[src/sbc_irq_pkg.sv]
// Constants of the interrupt control and status block
// Behaviour
// - Standby bit 0, Normal: CAN active, wake cleared
// - Standby bit 0, Standby/Sleep: CAN off, no wake
// - Standby bit 1: low-power, wake detect always on
// - Bit 2 picks 90 or 70 percent reset level
// - Sample bits: continuous, or synced to bias output
// - Bit 12 set makes the access read only
// - Bits 11, 10 flag supply undervoltage warnings
// - Bits 9, 8 flag LIN wake-ups
// - Bit 7 flags a pending cyclic interrupt
// - Bits 6, 4 flag local wake-pin wake-ups
// - Bit 5 power-on flag reads 1 after power-on
// - Bit 3 CAN wake flag, bits 2:0 read zero
// - Writing 1 clears the addressed flag
// - One oscillator clock times every internal timer
// - Edge select: off, rising, falling, both edges
// - Leaving Off mode sets the power-on flag
// - Watchdog timeout overflow sets the cyclic flag
`default_nettype none
package sbc_irq_pkg;
	// ==========================================
	// Frame layout
	localparam logic [4:0]  FRAME_BITS     = 5'h10;
	localparam logic [4:0]  ADDR_BITS      = 5'h03;
	localparam logic [2:0]  ADDR_CTRL      = 3'h2;
	localparam logic [2:0]  ADDR_STAT      = 3'h3;
	localparam int          B_LOCK         = 12;
	// ==========================================
	// Setup register fields
	localparam int          B_CORE_UV_EN   = 11;
	localparam int          B_CAN_UV_EN    = 10;
	localparam int          B_LIN_A_LP     = 9;
	localparam int          B_LIN_B_LP     = 8;
	localparam int          B_EDGE_A_LO    = 6;
	localparam int          B_EDGE_B_LO    = 4;
	localparam int          B_CAN_LP       = 3;
	localparam int          B_RESET_LVL    = 2;
	localparam int          B_SYNC_A       = 1;
	localparam int          B_SYNC_B       = 0;
	localparam logic [15:0] CTRL_RESET     = 16'h0000;
	localparam logic [15:0] CTRL_WMASK     = 16'h0fff;
	// ==========================================
	// Pending flag fields
	localparam int          B_CORE_LOW     = 11;
	localparam int          B_CAN_LOW      = 10;
	localparam int          B_LIN_A_WAKE   = 9;
	localparam int          B_LIN_B_WAKE   = 8;
	localparam int          B_CYCLIC       = 7;
	localparam int          B_WAKE_A       = 6;
	localparam int          B_POWER_UP     = 5;
	localparam int          B_WAKE_B       = 4;
	localparam int          B_CAN_WAKE     = 3;
	localparam logic [15:0] STAT_RESET     = 16'h0020;
	localparam logic [15:0] STAT_FLAG_MASK = 16'h0ff8;
endpackage
`default_nettype wire

[src/sbc_irq_ctrl.sv]
// Interrupt setup, pending flags and serial register access
`timescale 1ns/1ps
`default_nettype none
module sbc_irq_ctrl (
	// Clock and reset
	input  wire logic       core_clk,
	input  wire logic       resetn,
	// Serial register port
	input  wire logic       spi_csn_n,
	input  wire logic       spi_sck,
	input  wire logic       spi_mosi,
	output logic            spi_miso,
	output logic            spi_miso_oe,
	// Chip mode and events
	input  wire logic [1:0] sbc_mode_field,
	input  wire logic       core_supply_uv_evt,
	input  wire logic       can_supply_uv_evt,
	input  wire logic       lin_a_wake_evt,
	input  wire logic       lin_b_wake_evt,
	input  wire logic       can_bus_wake_evt,
	input  wire logic       wdg_timeout_overflow,
	input  wire logic       power_on_evt,
	// Wake pins
	input  wire logic       wake_pin_a,
	input  wire logic       wake_pin_b,
	input  wire logic       wake_bias_output,
	// Controls and status out
	output logic            can_active,
	output logic            can_wake_detect_en,
	output logic            can_receive_wake,
	output logic            reset_level_select,
	output logic            irq_output_low_n
);
	// ==========================================
	// Functions
	function automatic logic edge_hit(input logic [1:0] sel, input logic prev,
		input logic cur);
		edge_hit = (sel[0] & cur & ~prev) | (sel[1] & ~cur & prev);
	endfunction

	function automatic logic [15:0] flag_next(input logic [15:0] f,
		input logic [15:0] s, input logic [15:0] c);
		// A set in the clearing cycle wins
		flag_next = ((f & ~c) | s) & sbc_irq_pkg::STAT_FLAG_MASK;
	endfunction

	// ==========================================
	// Registers
	logic [15:0] ctrl_reg, ctrl_next;
	logic [15:0] stat_reg, stat_next;
	logic [15:0] rx_reg;
	logic [15:0] tx_reg;
	logic [4:0]  cnt_reg;
	logic        sck_reg;
	logic        csn_reg;
	logic        pin_a_reg, pin_b_reg;
	logic        can_xcvr_wake_reg;
	logic        irq_n_reg;
	logic        miso_reg;

	// ==========================================
	// Serial decode
	wire         sck_rise  = spi_sck & ~sck_reg & ~spi_csn_n;
	wire         sck_fall  = ~spi_sck & sck_reg & ~spi_csn_n;
	wire         frame_end = spi_csn_n & ~csn_reg;
	wire         frame_ok  = frame_end && cnt_reg == sbc_irq_pkg::FRAME_BITS;
	wire         do_write  = frame_ok & ~rx_reg[sbc_irq_pkg::B_LOCK];
	wire         wr_ctrl   = do_write && rx_reg[15:13] == sbc_irq_pkg::ADDR_CTRL;
	wire         wr_stat   = do_write && rx_reg[15:13] == sbc_irq_pkg::ADDR_STAT;
	wire [15:0]  rx_shift  = {rx_reg[14:0], spi_mosi};
	wire         addr_done = sck_rise && cnt_reg == sbc_irq_pkg::ADDR_BITS - 5'h01;
	wire [2:0]   rd_addr   = rx_shift[2:0];
	wire [15:0]  rd_word   = (rd_addr == sbc_irq_pkg::ADDR_CTRL) ?
		{rd_addr, 1'b0, ctrl_reg[11:0]} :
		(rd_addr == sbc_irq_pkg::ADDR_STAT) ? {rd_addr, 1'b0, stat_reg[11:0]} :
		{rd_addr, 13'h0000};

	// ==========================================
	// Mode decode
	wire         normal_mode = sbc_mode_field[1];
	wire         can_lp      = ctrl_reg[sbc_irq_pkg::B_CAN_LP];
	wire         can_detect  = can_lp;
	wire         can_run     = ~can_lp & normal_mode;

	// ==========================================
	// Wake pin sampling
	// Synced sampling saves bias current at the cost of slower detection
	wire         strobe_a = ~ctrl_reg[sbc_irq_pkg::B_SYNC_A] | wake_bias_output;
	wire         strobe_b = ~ctrl_reg[sbc_irq_pkg::B_SYNC_B] | wake_bias_output;
	wire         pin_a_cur = strobe_a ? wake_pin_a : pin_a_reg;
	wire         pin_b_cur = strobe_b ? wake_pin_b : pin_b_reg;
	wire         wake_a_hit = edge_hit(ctrl_reg[sbc_irq_pkg::B_EDGE_A_LO +: 2],
		pin_a_reg, pin_a_cur);
	wire         wake_b_hit = edge_hit(ctrl_reg[sbc_irq_pkg::B_EDGE_B_LO +: 2],
		pin_b_reg, pin_b_cur);

	// ==========================================
	// Flag sets and clears
	logic [15:0] flag_set;
	logic [15:0] flag_clr;
	always_comb begin
		flag_set = 16'h0000;
		flag_set[sbc_irq_pkg::B_CORE_LOW] = core_supply_uv_evt &
			ctrl_reg[sbc_irq_pkg::B_CORE_UV_EN];
		flag_set[sbc_irq_pkg::B_CAN_LOW] = can_supply_uv_evt &
			ctrl_reg[sbc_irq_pkg::B_CAN_UV_EN];
		flag_set[sbc_irq_pkg::B_LIN_A_WAKE] = lin_a_wake_evt &
			ctrl_reg[sbc_irq_pkg::B_LIN_A_LP];
		flag_set[sbc_irq_pkg::B_LIN_B_WAKE] = lin_b_wake_evt &
			ctrl_reg[sbc_irq_pkg::B_LIN_B_LP];
		flag_set[sbc_irq_pkg::B_CYCLIC] = wdg_timeout_overflow;
		flag_set[sbc_irq_pkg::B_WAKE_A] = wake_a_hit;
		flag_set[sbc_irq_pkg::B_POWER_UP] = power_on_evt;
		flag_set[sbc_irq_pkg::B_WAKE_B] = wake_b_hit;
		flag_set[sbc_irq_pkg::B_CAN_WAKE] = can_bus_wake_evt & can_detect;
		// Only ones clear; zeros leave flags alone
		flag_clr = wr_stat ? rx_reg : 16'h0000;
	end

	assign stat_next = flag_next(stat_reg, flag_set, flag_clr);
	assign ctrl_next = wr_ctrl ? (rx_reg & sbc_irq_pkg::CTRL_WMASK) : ctrl_reg;

	// ==========================================
	// Register state
	// Core clock is the battery-fed oscillator; no second time base
	always_ff @(posedge core_clk) begin
		if (!resetn) begin
			ctrl_reg <= sbc_irq_pkg::CTRL_RESET;
			stat_reg <= sbc_irq_pkg::STAT_RESET;
			pin_a_reg <= 1'b0;
			pin_b_reg <= 1'b0;
			can_xcvr_wake_reg <= 1'b0;
			irq_n_reg <= 1'b0;
		end else begin
			ctrl_reg <= ctrl_next;
			stat_reg <= stat_next;
			pin_a_reg <= pin_a_cur;
			pin_b_reg <= pin_b_cur;
			can_xcvr_wake_reg <= ~can_run & (can_xcvr_wake_reg |
				(can_bus_wake_evt & can_detect));
			irq_n_reg <= ~|stat_next;
		end
	end

	// ==========================================
	// Serial shift state
	always_ff @(posedge core_clk) begin
		if (!resetn) begin
			sck_reg <= 1'b0;
			csn_reg <= 1'b1;
			cnt_reg <= 5'h00;
			rx_reg <= 16'h0000;
			tx_reg <= 16'h0000;
			miso_reg <= 1'b0;
		end else begin
			sck_reg <= spi_sck;
			csn_reg <= spi_csn_n;
			if (spi_csn_n && !csn_reg) begin
				cnt_reg <= cnt_reg;
			end else if (!spi_csn_n && csn_reg) begin
				cnt_reg <= 5'h00;
			end else if (sck_rise && cnt_reg != 5'h1f) begin
				cnt_reg <= cnt_reg + 5'h01;
			end
			if (sck_rise) begin
				rx_reg <= rx_shift;
			end
			if (addr_done) begin
				tx_reg <= {rd_word[12:0], 3'h0};
			end else if (sck_fall) begin
				tx_reg <= {tx_reg[14:0], 1'b0};
			end
			if (sck_fall) begin
				miso_reg <= tx_reg[15];
			end
		end
	end

	// ==========================================
	// Outputs
	assign spi_miso = miso_reg;
	assign spi_miso_oe = ~spi_csn_n;
	assign can_active = can_run;
	assign can_wake_detect_en = can_detect;
	assign can_receive_wake = can_xcvr_wake_reg;
	assign reset_level_select = ctrl_reg[sbc_irq_pkg::B_RESET_LVL];
	assign irq_output_low_n = irq_n_reg;

	// ==========================================
	// Checks
	property p_can_run;
		@(posedge core_clk) disable iff (!resetn)
		(!ctrl_reg[3] && sbc_mode_field[1]) |-> can_active ##1 !can_receive_wake;
	endproperty
	a_can_run: assert property (p_can_run) else $error("CAN not active");

	property p_can_off;
		@(posedge core_clk) disable iff (!resetn)
		(!ctrl_reg[3] && !stat_reg[3]) |=> !stat_reg[3];
	endproperty
	a_can_off: assert property (p_can_off) else $error("CAN wake while off");

	property p_can_lp;
		@(posedge core_clk) disable iff (!resetn)
		(ctrl_reg[3] && can_bus_wake_evt) |=> (stat_reg[3] && !can_active);
	endproperty
	a_can_lp: assert property (p_can_lp) else $error("CAN wake missed");

	property p_lock;
		@(posedge core_clk) disable iff (!resetn)
		(frame_end && rx_reg[12]) |=> (ctrl_reg == $past(ctrl_reg));
	endproperty
	a_lock: assert property (p_lock) else $error("Locked write took effect");

	property p_clear;
		@(posedge core_clk) disable iff (!resetn)
		(wr_stat && rx_reg[9] && !lin_a_wake_evt) |=> !stat_reg[9];
	endproperty
	a_clear: assert property (p_clear) else $error("Flag not cleared");

	property p_keep;
		@(posedge core_clk) disable iff (!resetn)
		(stat_reg[7] && !(wr_stat && rx_reg[7])) |=> stat_reg[7];
	endproperty
	a_keep: assert property (p_keep) else $error("Flag lost");

	property p_cyclic;
		@(posedge core_clk) disable iff (!resetn)
		wdg_timeout_overflow |=> stat_reg[7];
	endproperty
	a_cyclic: assert property (p_cyclic) else $error("Cyclic flag not set");

	property p_power;
		@(posedge core_clk) disable iff (!resetn)
		power_on_evt |=> stat_reg[5] ##1 !irq_output_low_n;
	endproperty
	a_power: assert property (p_power) else $error("Power-up flag missing");

	property p_irq;
		@(posedge core_clk) disable iff (!resetn)
		(stat_reg == 16'h0000) |=> $stable(stat_reg) |-> irq_output_low_n;
	endproperty
	a_irq: assert property (p_irq) else $error("Interrupt line stuck");

	property p_resv;
		@(posedge core_clk) disable iff (!resetn)
		stat_reg[2:0] == 3'h0 && stat_reg[15:12] == 4'h0;
	endproperty
	a_resv: assert property (p_resv) else $error("Reserved bits set");

	property p_irq_track;
		@(posedge core_clk) disable iff (!resetn)
		irq_output_low_n == (stat_reg == 16'h0000);
	endproperty
	a_irq_track: assert property (p_irq_track) else $error("Irq mismatch");

	property p_can_standby;
		@(posedge core_clk) disable iff (!resetn)
		(!ctrl_reg[sbc_irq_pkg::B_CAN_LP] && !sbc_mode_field[1]) |->
			(!can_active && !can_wake_detect_en);
	endproperty
	a_can_standby: assert property (p_can_standby) else $error("CAN not off");

	property p_reset_lvl;
		@(posedge core_clk) disable iff (!resetn)
		wr_ctrl |=> (reset_level_select == $past(rx_reg[sbc_irq_pkg::B_RESET_LVL]));
	endproperty
	a_reset_lvl: assert property (p_reset_lvl) else $error("Reset level wrong");

	property p_lock_stat;
		@(posedge core_clk) disable iff (!resetn)
		(frame_end && rx_reg[sbc_irq_pkg::B_LOCK] &&
			stat_reg[sbc_irq_pkg::B_POWER_UP]) |=> stat_reg[sbc_irq_pkg::B_POWER_UP];
	endproperty
	a_lock_stat: assert property (p_lock_stat) else $error("Lock ignored");

	property p_uv_set;
		@(posedge core_clk) disable iff (!resetn)
		(core_supply_uv_evt && ctrl_reg[sbc_irq_pkg::B_CORE_UV_EN]) |=>
			stat_reg[sbc_irq_pkg::B_CORE_LOW];
	endproperty
	a_uv_set: assert property (p_uv_set) else $error("UV flag missed");

	property p_lin_gate;
		@(posedge core_clk) disable iff (!resetn)
		(!ctrl_reg[sbc_irq_pkg::B_LIN_A_LP] &&
			!stat_reg[sbc_irq_pkg::B_LIN_A_WAKE]) |=> !stat_reg[sbc_irq_pkg::B_LIN_A_WAKE];
	endproperty
	a_lin_gate: assert property (p_lin_gate) else $error("LIN flag while off");

	// Held samples keep a pin edge pending until the bias strobe comes
	property p_wake_hold;
		@(posedge core_clk) disable iff (!resetn)
		(ctrl_reg[sbc_irq_pkg::B_SYNC_A] && !wake_bias_output) |=> $stable(pin_a_reg);
	endproperty
	a_wake_hold: assert property (p_wake_hold) else $error("Sample not held");

	property p_wake_a_fall;
		@(posedge core_clk) disable iff (!resetn)
		(ctrl_reg[sbc_irq_pkg::B_EDGE_A_LO + 1] &&
			!ctrl_reg[sbc_irq_pkg::B_SYNC_A] && !wake_pin_a && pin_a_reg) |=>
			stat_reg[sbc_irq_pkg::B_WAKE_A];
	endproperty
	a_wake_a_fall: assert property (p_wake_a_fall) else $error("Fall missed");

	property p_wake_b_rise;
		@(posedge core_clk) disable iff (!resetn)
		(ctrl_reg[sbc_irq_pkg::B_EDGE_B_LO] && wake_bias_output &&
			wake_pin_b && !pin_b_reg) |=> stat_reg[sbc_irq_pkg::B_WAKE_B];
	endproperty
	a_wake_b_rise: assert property (p_wake_b_rise) else $error("Rise missed");
endmodule // sbc_irq_ctrl
`default_nettype wire

[config.mk]
export PLATFORM = sky130hd
export DESIGN_NAME = sbc_irq_ctrl
export DESIGN_NICKNAME = d
export VERILOG_FILES = /design/src/sbc_irq_pkg.sv /design/src/sbc_irq_ctrl.sv
export SDC_FILE = /design/constraint.sdc
export NUM_CORES = 1
export LEC_CHECK = 0
export ABC_AREA = 1
export CAP_MARGIN = 15
export CELL_PAD_IN_SITES_DETAIL_PLACEMENT = 1
export CELL_PAD_IN_SITES_GLOBAL_PLACEMENT = 1
export CORE_ASPECT_RATIO = 0.8
export CORE_UTILIZATION = 45
export DETAILED_ROUTE_END_ITERATION = 8
export DONT_BUFFER_PORTS = 1
export PLACE_DENSITY_LB_ADDON = 0.15
export RECOVER_POWER = 100
export REMOVE_ABC_BUFFERS = 1
export SYNTH_ARGS = -nofsm -noshare
export SYNTH_HDL_FRONTEND = slang
export SYNTH_SLANG_ARGS = --single-unit
[constraint.sdc]
create_clock -name core_clk -period 1.8 [get_ports core_clk]
set_clock_uncertainty 0.05 [all_clocks]
set_input_delay 0.09 -clock core_clk [delete_from_list [all_inputs] [get_ports core_clk]]
set_output_delay 0.09 -clock core_clk [all_outputs]
set_load 0.03 [all_outputs]
Word level (Yosys, flattened, before mapping)
Cells that the tools add are included.
{ "classes": {"n_addsub": 1, "eq_ne": 7, "mux": 9, "n_bitwise": 43, "n_reduce_logical": 14} }
{ "op_table": {"columns": ["op", "n"], "rows": [
  ["$mux W12", 3],
  ["$mux W16", 2],
  ["$and A1 B1 Y1", 21],
  ["$not A1 Y1", 14],
  ["$and A12 B12 Y12", 1],
  ["$eq A3 B2 Y1 const B", 4],
  ["$not A12 Y12", 1],
  ["$or A12 B12 Y12", 1],
  ["$mux W5", 2],
  ["$reduce_or A9 Y1", 1],
  ["$logic_and A1 B1 Y1", 7],
  ["$add A5 B1 Y5 const B", 1],
  ["$eq A5 B2 Y1 const B", 1],
  ["$eq A5 B5 Y1 const B", 1],
  ["$ne A5 B5 Y1 const B", 1],
  ["$or A1 B1 Y1", 5],
  ["$reduce_bool A2 Y1", 2],
  ["$logic_not A1 Y1", 3],
  ["$mux W1", 2],
  ["$reduce_and A2 Y1", 1]
]} }
{ "word_totals": {"register_bits": 62, "output_inout_bits": 7, "wordCells": 86} }

Logic depth before layout (Yosys ltp)
{ "depth": {"depth_word": 11, "depth_mapped": 12, "ltp_nobuf": 12} }

Worst setup path before layout
Ideal clock, no wire load.
{ "synth_path": {"path_kind": "reg2reg", "from": "register cnt_reg[0]", "to": "register cnt_reg[2]", "setup_time_ns": 0.119, "t_arrival_ns": 1.315, "required_time_ns": 1.631, "setup_slack_ns": 0.316, "path_stages_with_launch": 9, "n_path_buf": 1, "path_cell_list": "dfxtp_1 > ha_1 > inv_1 > nor3_1 > ha_1 > or2_1 > buf_2 > nor3_1 > nor3_1"} }
{ "synth_between": {"elab_chain_len": 4, "elab_cells_between_ends": 7, "cone_classes": "add/sub: 1; eq/ne: 1; mux: 2; reduce/logical: 3"} }
{ "synth_lines": {"columns": ["item", "line", "text"], "rows": [
  ["start, declared", "sbc_irq_ctrl.sv:53", "logic [4:0] cnt_reg;"],
  ["start signal, assigned", "sbc_irq_ctrl.sv:159", "cnt_reg <= cnt_reg;"],
  ["start signal, assigned", "sbc_irq_ctrl.sv:163", "cnt_reg <= cnt_reg + 5'h01;"],
  ["parallel branches: the longest is 4 deep, another holds $add A5 B1 Y5", null, null]
]} }
Several ways; the timed one is not identified. The select of a mux whose other input is x is not followed.
A chain may end at the register's enable or synchronous reset.

Final worst setup path
{ "layout_path": {"from": "register cnt_reg[1]", "to": "register cnt_reg[4]"} }
Same word-level chain as after synthesis.

==> out/metrics.cfg <==
[setup_path]
cp.depth = 8
startpoint_type = flop
crit_start = cnt_reg[1]
reg2reg_from = cnt_reg[1]
worst-endpoint-required_ps = 1990
path_buf_inv = 2
critPathKind = reg -> reg
endpoint_kind = flop
cp.arrival_ps = 1900
slowest_stage = dfxtp_1
cp_max_fo = 6
reg2reg_depth = 8
crit_family = simple AND/OR/NAND/NOR gates
cpMostUsedCell = ha_1
max_stage_delay_ps = 390
crit_chain = ha_1 > inv_1 > nor3_1 > ha_1 > or2_1 > clkinv_1 > nand2_1 > a21oi_1

[place]
hpwlAfterDp_um = 5020
gp_congestion = 0.812
dp.cells = 433
placed_area_um2 = 2770
dpl_worst_slack_ps = 2.85
portBuffers = 0

[detailed_routing]
drt_wl_total_um = 7810
first_pass_iters = 4
wl_per_cell_um = 16.6
drcViolationCount = 0
viasPerCell = 5.34
first_iter_violations = 138
antenna_left = 0
vias = 2510

[timing]
worst_pin_slew_ps = 454
max_slew_margin_pct = 69.7
finalCriticalPeriod_ps = 1710
maxSlewViolCount = 0
whs_ps = 30.1
timing.fmax_ghz = 0.583
setup_viol = 0
worst_slack_ps = 85.9
fin_crit_sh_pct = 95.2
tns_ps = 0
hold_viol = 0

[die]
std_cell_rows = 24
die_h_um = 70.5
initial_utilization_pct = 47.5
fp.dieW_um = 87.7
core-area_um2 = 5560
die_area_um2 = 6180
io_pins = 24

[min_path]
worstHoldStart = wake_bias_output
hold_depth = 4
hold_path_class = in -> reg

[synth]
synthCells = 356
yosys_warnings = 0
ys_seq_area_share_pct = 47.0
ys_types = 30
syn_area_um2 = 2640
synth.avg_cell_area_um2 = 7.42
ys_ff_latch = 62

[status]
status = finished clean

[clock_network]
clockBufferDepth = 2
cts.sinks = 62
cts-buffers-inserted = 9
clkTransAtPathRegs_ps = 70
clk-insertion-delay-late_ps = 340
cts_tree = done
root_buffer = clkbuf_8
htreeDepth = 3

[cells_and_area]
largest_register_ffs = 16
fin_util_pct = 58.0
fill_cells = 710
multi_input_comb_area_um2 = 1200
post-route-cell-area_um2 = 3220
diodes = 0
layout-drive-gt1-share_pct = 12.0
fin_nets = 410
area_growth_pct = 22.0
final_cells = 470
final-seq-area_um2 = 1240

[global_routing]
gr-usage-all-layers_pct = 27.0
grt_max_degree = 42
grt_pass1_vias = 2542
antenna_found_initial = 0
grt-ovfl-total = 0
grt_pass1_wl_um = 12300

[power_and_ir_drop]
p_total_mw = 2.75
leakage_nw = 1.32
irDropWorstVdd_uv = 423
power_density_nw_per_um2 = 852

[run]
cap_violations = 0

## cell families after synthesis
| logic type | count (synthesis) | share of synthesized area (%) |
|---|---|---|
| and+or+nand+nor | 129 | 21.8 |
| buffers and inverters | 63 | 9.14 |
| adders and majority gates | 4 | 1.89 |
| DFF | 62 | 47.0 |
| AOI/OAI and AO/OA | 98 | 20.2 |
## synthesized netlist by cell type
cell       instances  area share (%)
ha_1               4             1.9
a211oi_1           1            0.28
nand4_1            3            0.71
o21bai_1           2            0.57
buf_1              1            0.14
nand2_2            1            0.24
nor3_4             1            0.62
clkinv_1           4            0.57
dfxtp_1           62              47
nor2_1            25             3.6
buf_2              4            0.76
a22oi_1            2            0.57
nor2_4             2            0.85
o211ai_1           5             1.4
or2_1              1            0.24
o22ai_1            1            0.24
nor3_1             6             1.1
a21oi_1           40             7.6
a211oi_2           1            0.47
inv_2              1            0.14
and2_1             1            0.24
nand3_1           28             5.3
clkbuf_1           7            0.99
a21oi_2            1            0.33
a31oi_1            1            0.24
nand3_2            1            0.38
o2111ai_1          1            0.33
nand2_1           60             8.5
inv_1             46             6.5
o21ai_0           43             8.1
## power by group
part / total, mW / switching, mW / internal (mW) / leakage [nW]
Sequential: 1.44 / 0.0276 / 1.41 / 0.505
Combinational: 0.205 / 0.129 / 0.0752 / 0.728
Clock: 1.10 / 0.508 / 0.595 / 0.0914
## tightest hold or removal path: stages
cell and delay [ps]:
inv_1 30, nand2_1 90, o21ai_0 80, nor2_1 90
## routing by layer
metal | vias up | wire (um) | GRT usage, %
li1 | 1238 | - | -
met1 | 1209 | 3590 | 34.0
met2 | 57 | 3720 | 45.0
met3 | 6 | 441 | 8.63
met4 | 0 | 52 | 6.01
met5 | - | 0 | 0
## layout make-up
cell class	count	area share [%]
Inverter	51	6.06
Tap cell	78	3.03
Timing Repair Buffer	33	9.59
Sequential cell	62	38.5
Clock inverter	1	0.155
Clock buffer	13	5.24
Multi-Input combinational cell	232	37.4
## layout by cell type (no fill, tap or decap), types with 3 or more instances in the layout
master          n
o211ai_1        5
nor2_1         24
clkinv_1        3
ha_1            3
inv_1          44
buf_6           3
nor3_1          6
inv_2           3
o21ai_0        42
nor2_4          4
dfxtp_1        61
a21oi_1        40
clkbuf_8       12
nand2_1        57
dlygate4sd3_1  17
nand4_1         3
clkbuf_1        3
nand3_1        27
buf_4           7
## final timing paths
check / endpoint / slack (ps)
worst max-delay path: cnt_reg[4] / 90
worst min-delay path: pin_b_reg / 30
worst max register to register: cnt_reg[4] / 90
worst min register to register: tx_reg[3] / 410
## timing repair
item	in CTS	in global routing
resized for setup	1	21
setup endpoints to repair	4	28
pin swaps	1	7
buffers inserted	0	4
cloned	1	0
hold buffers	17	1
hold endpoints to repair	51	2
Note: power is estimated with default switching activity, not from simulation.
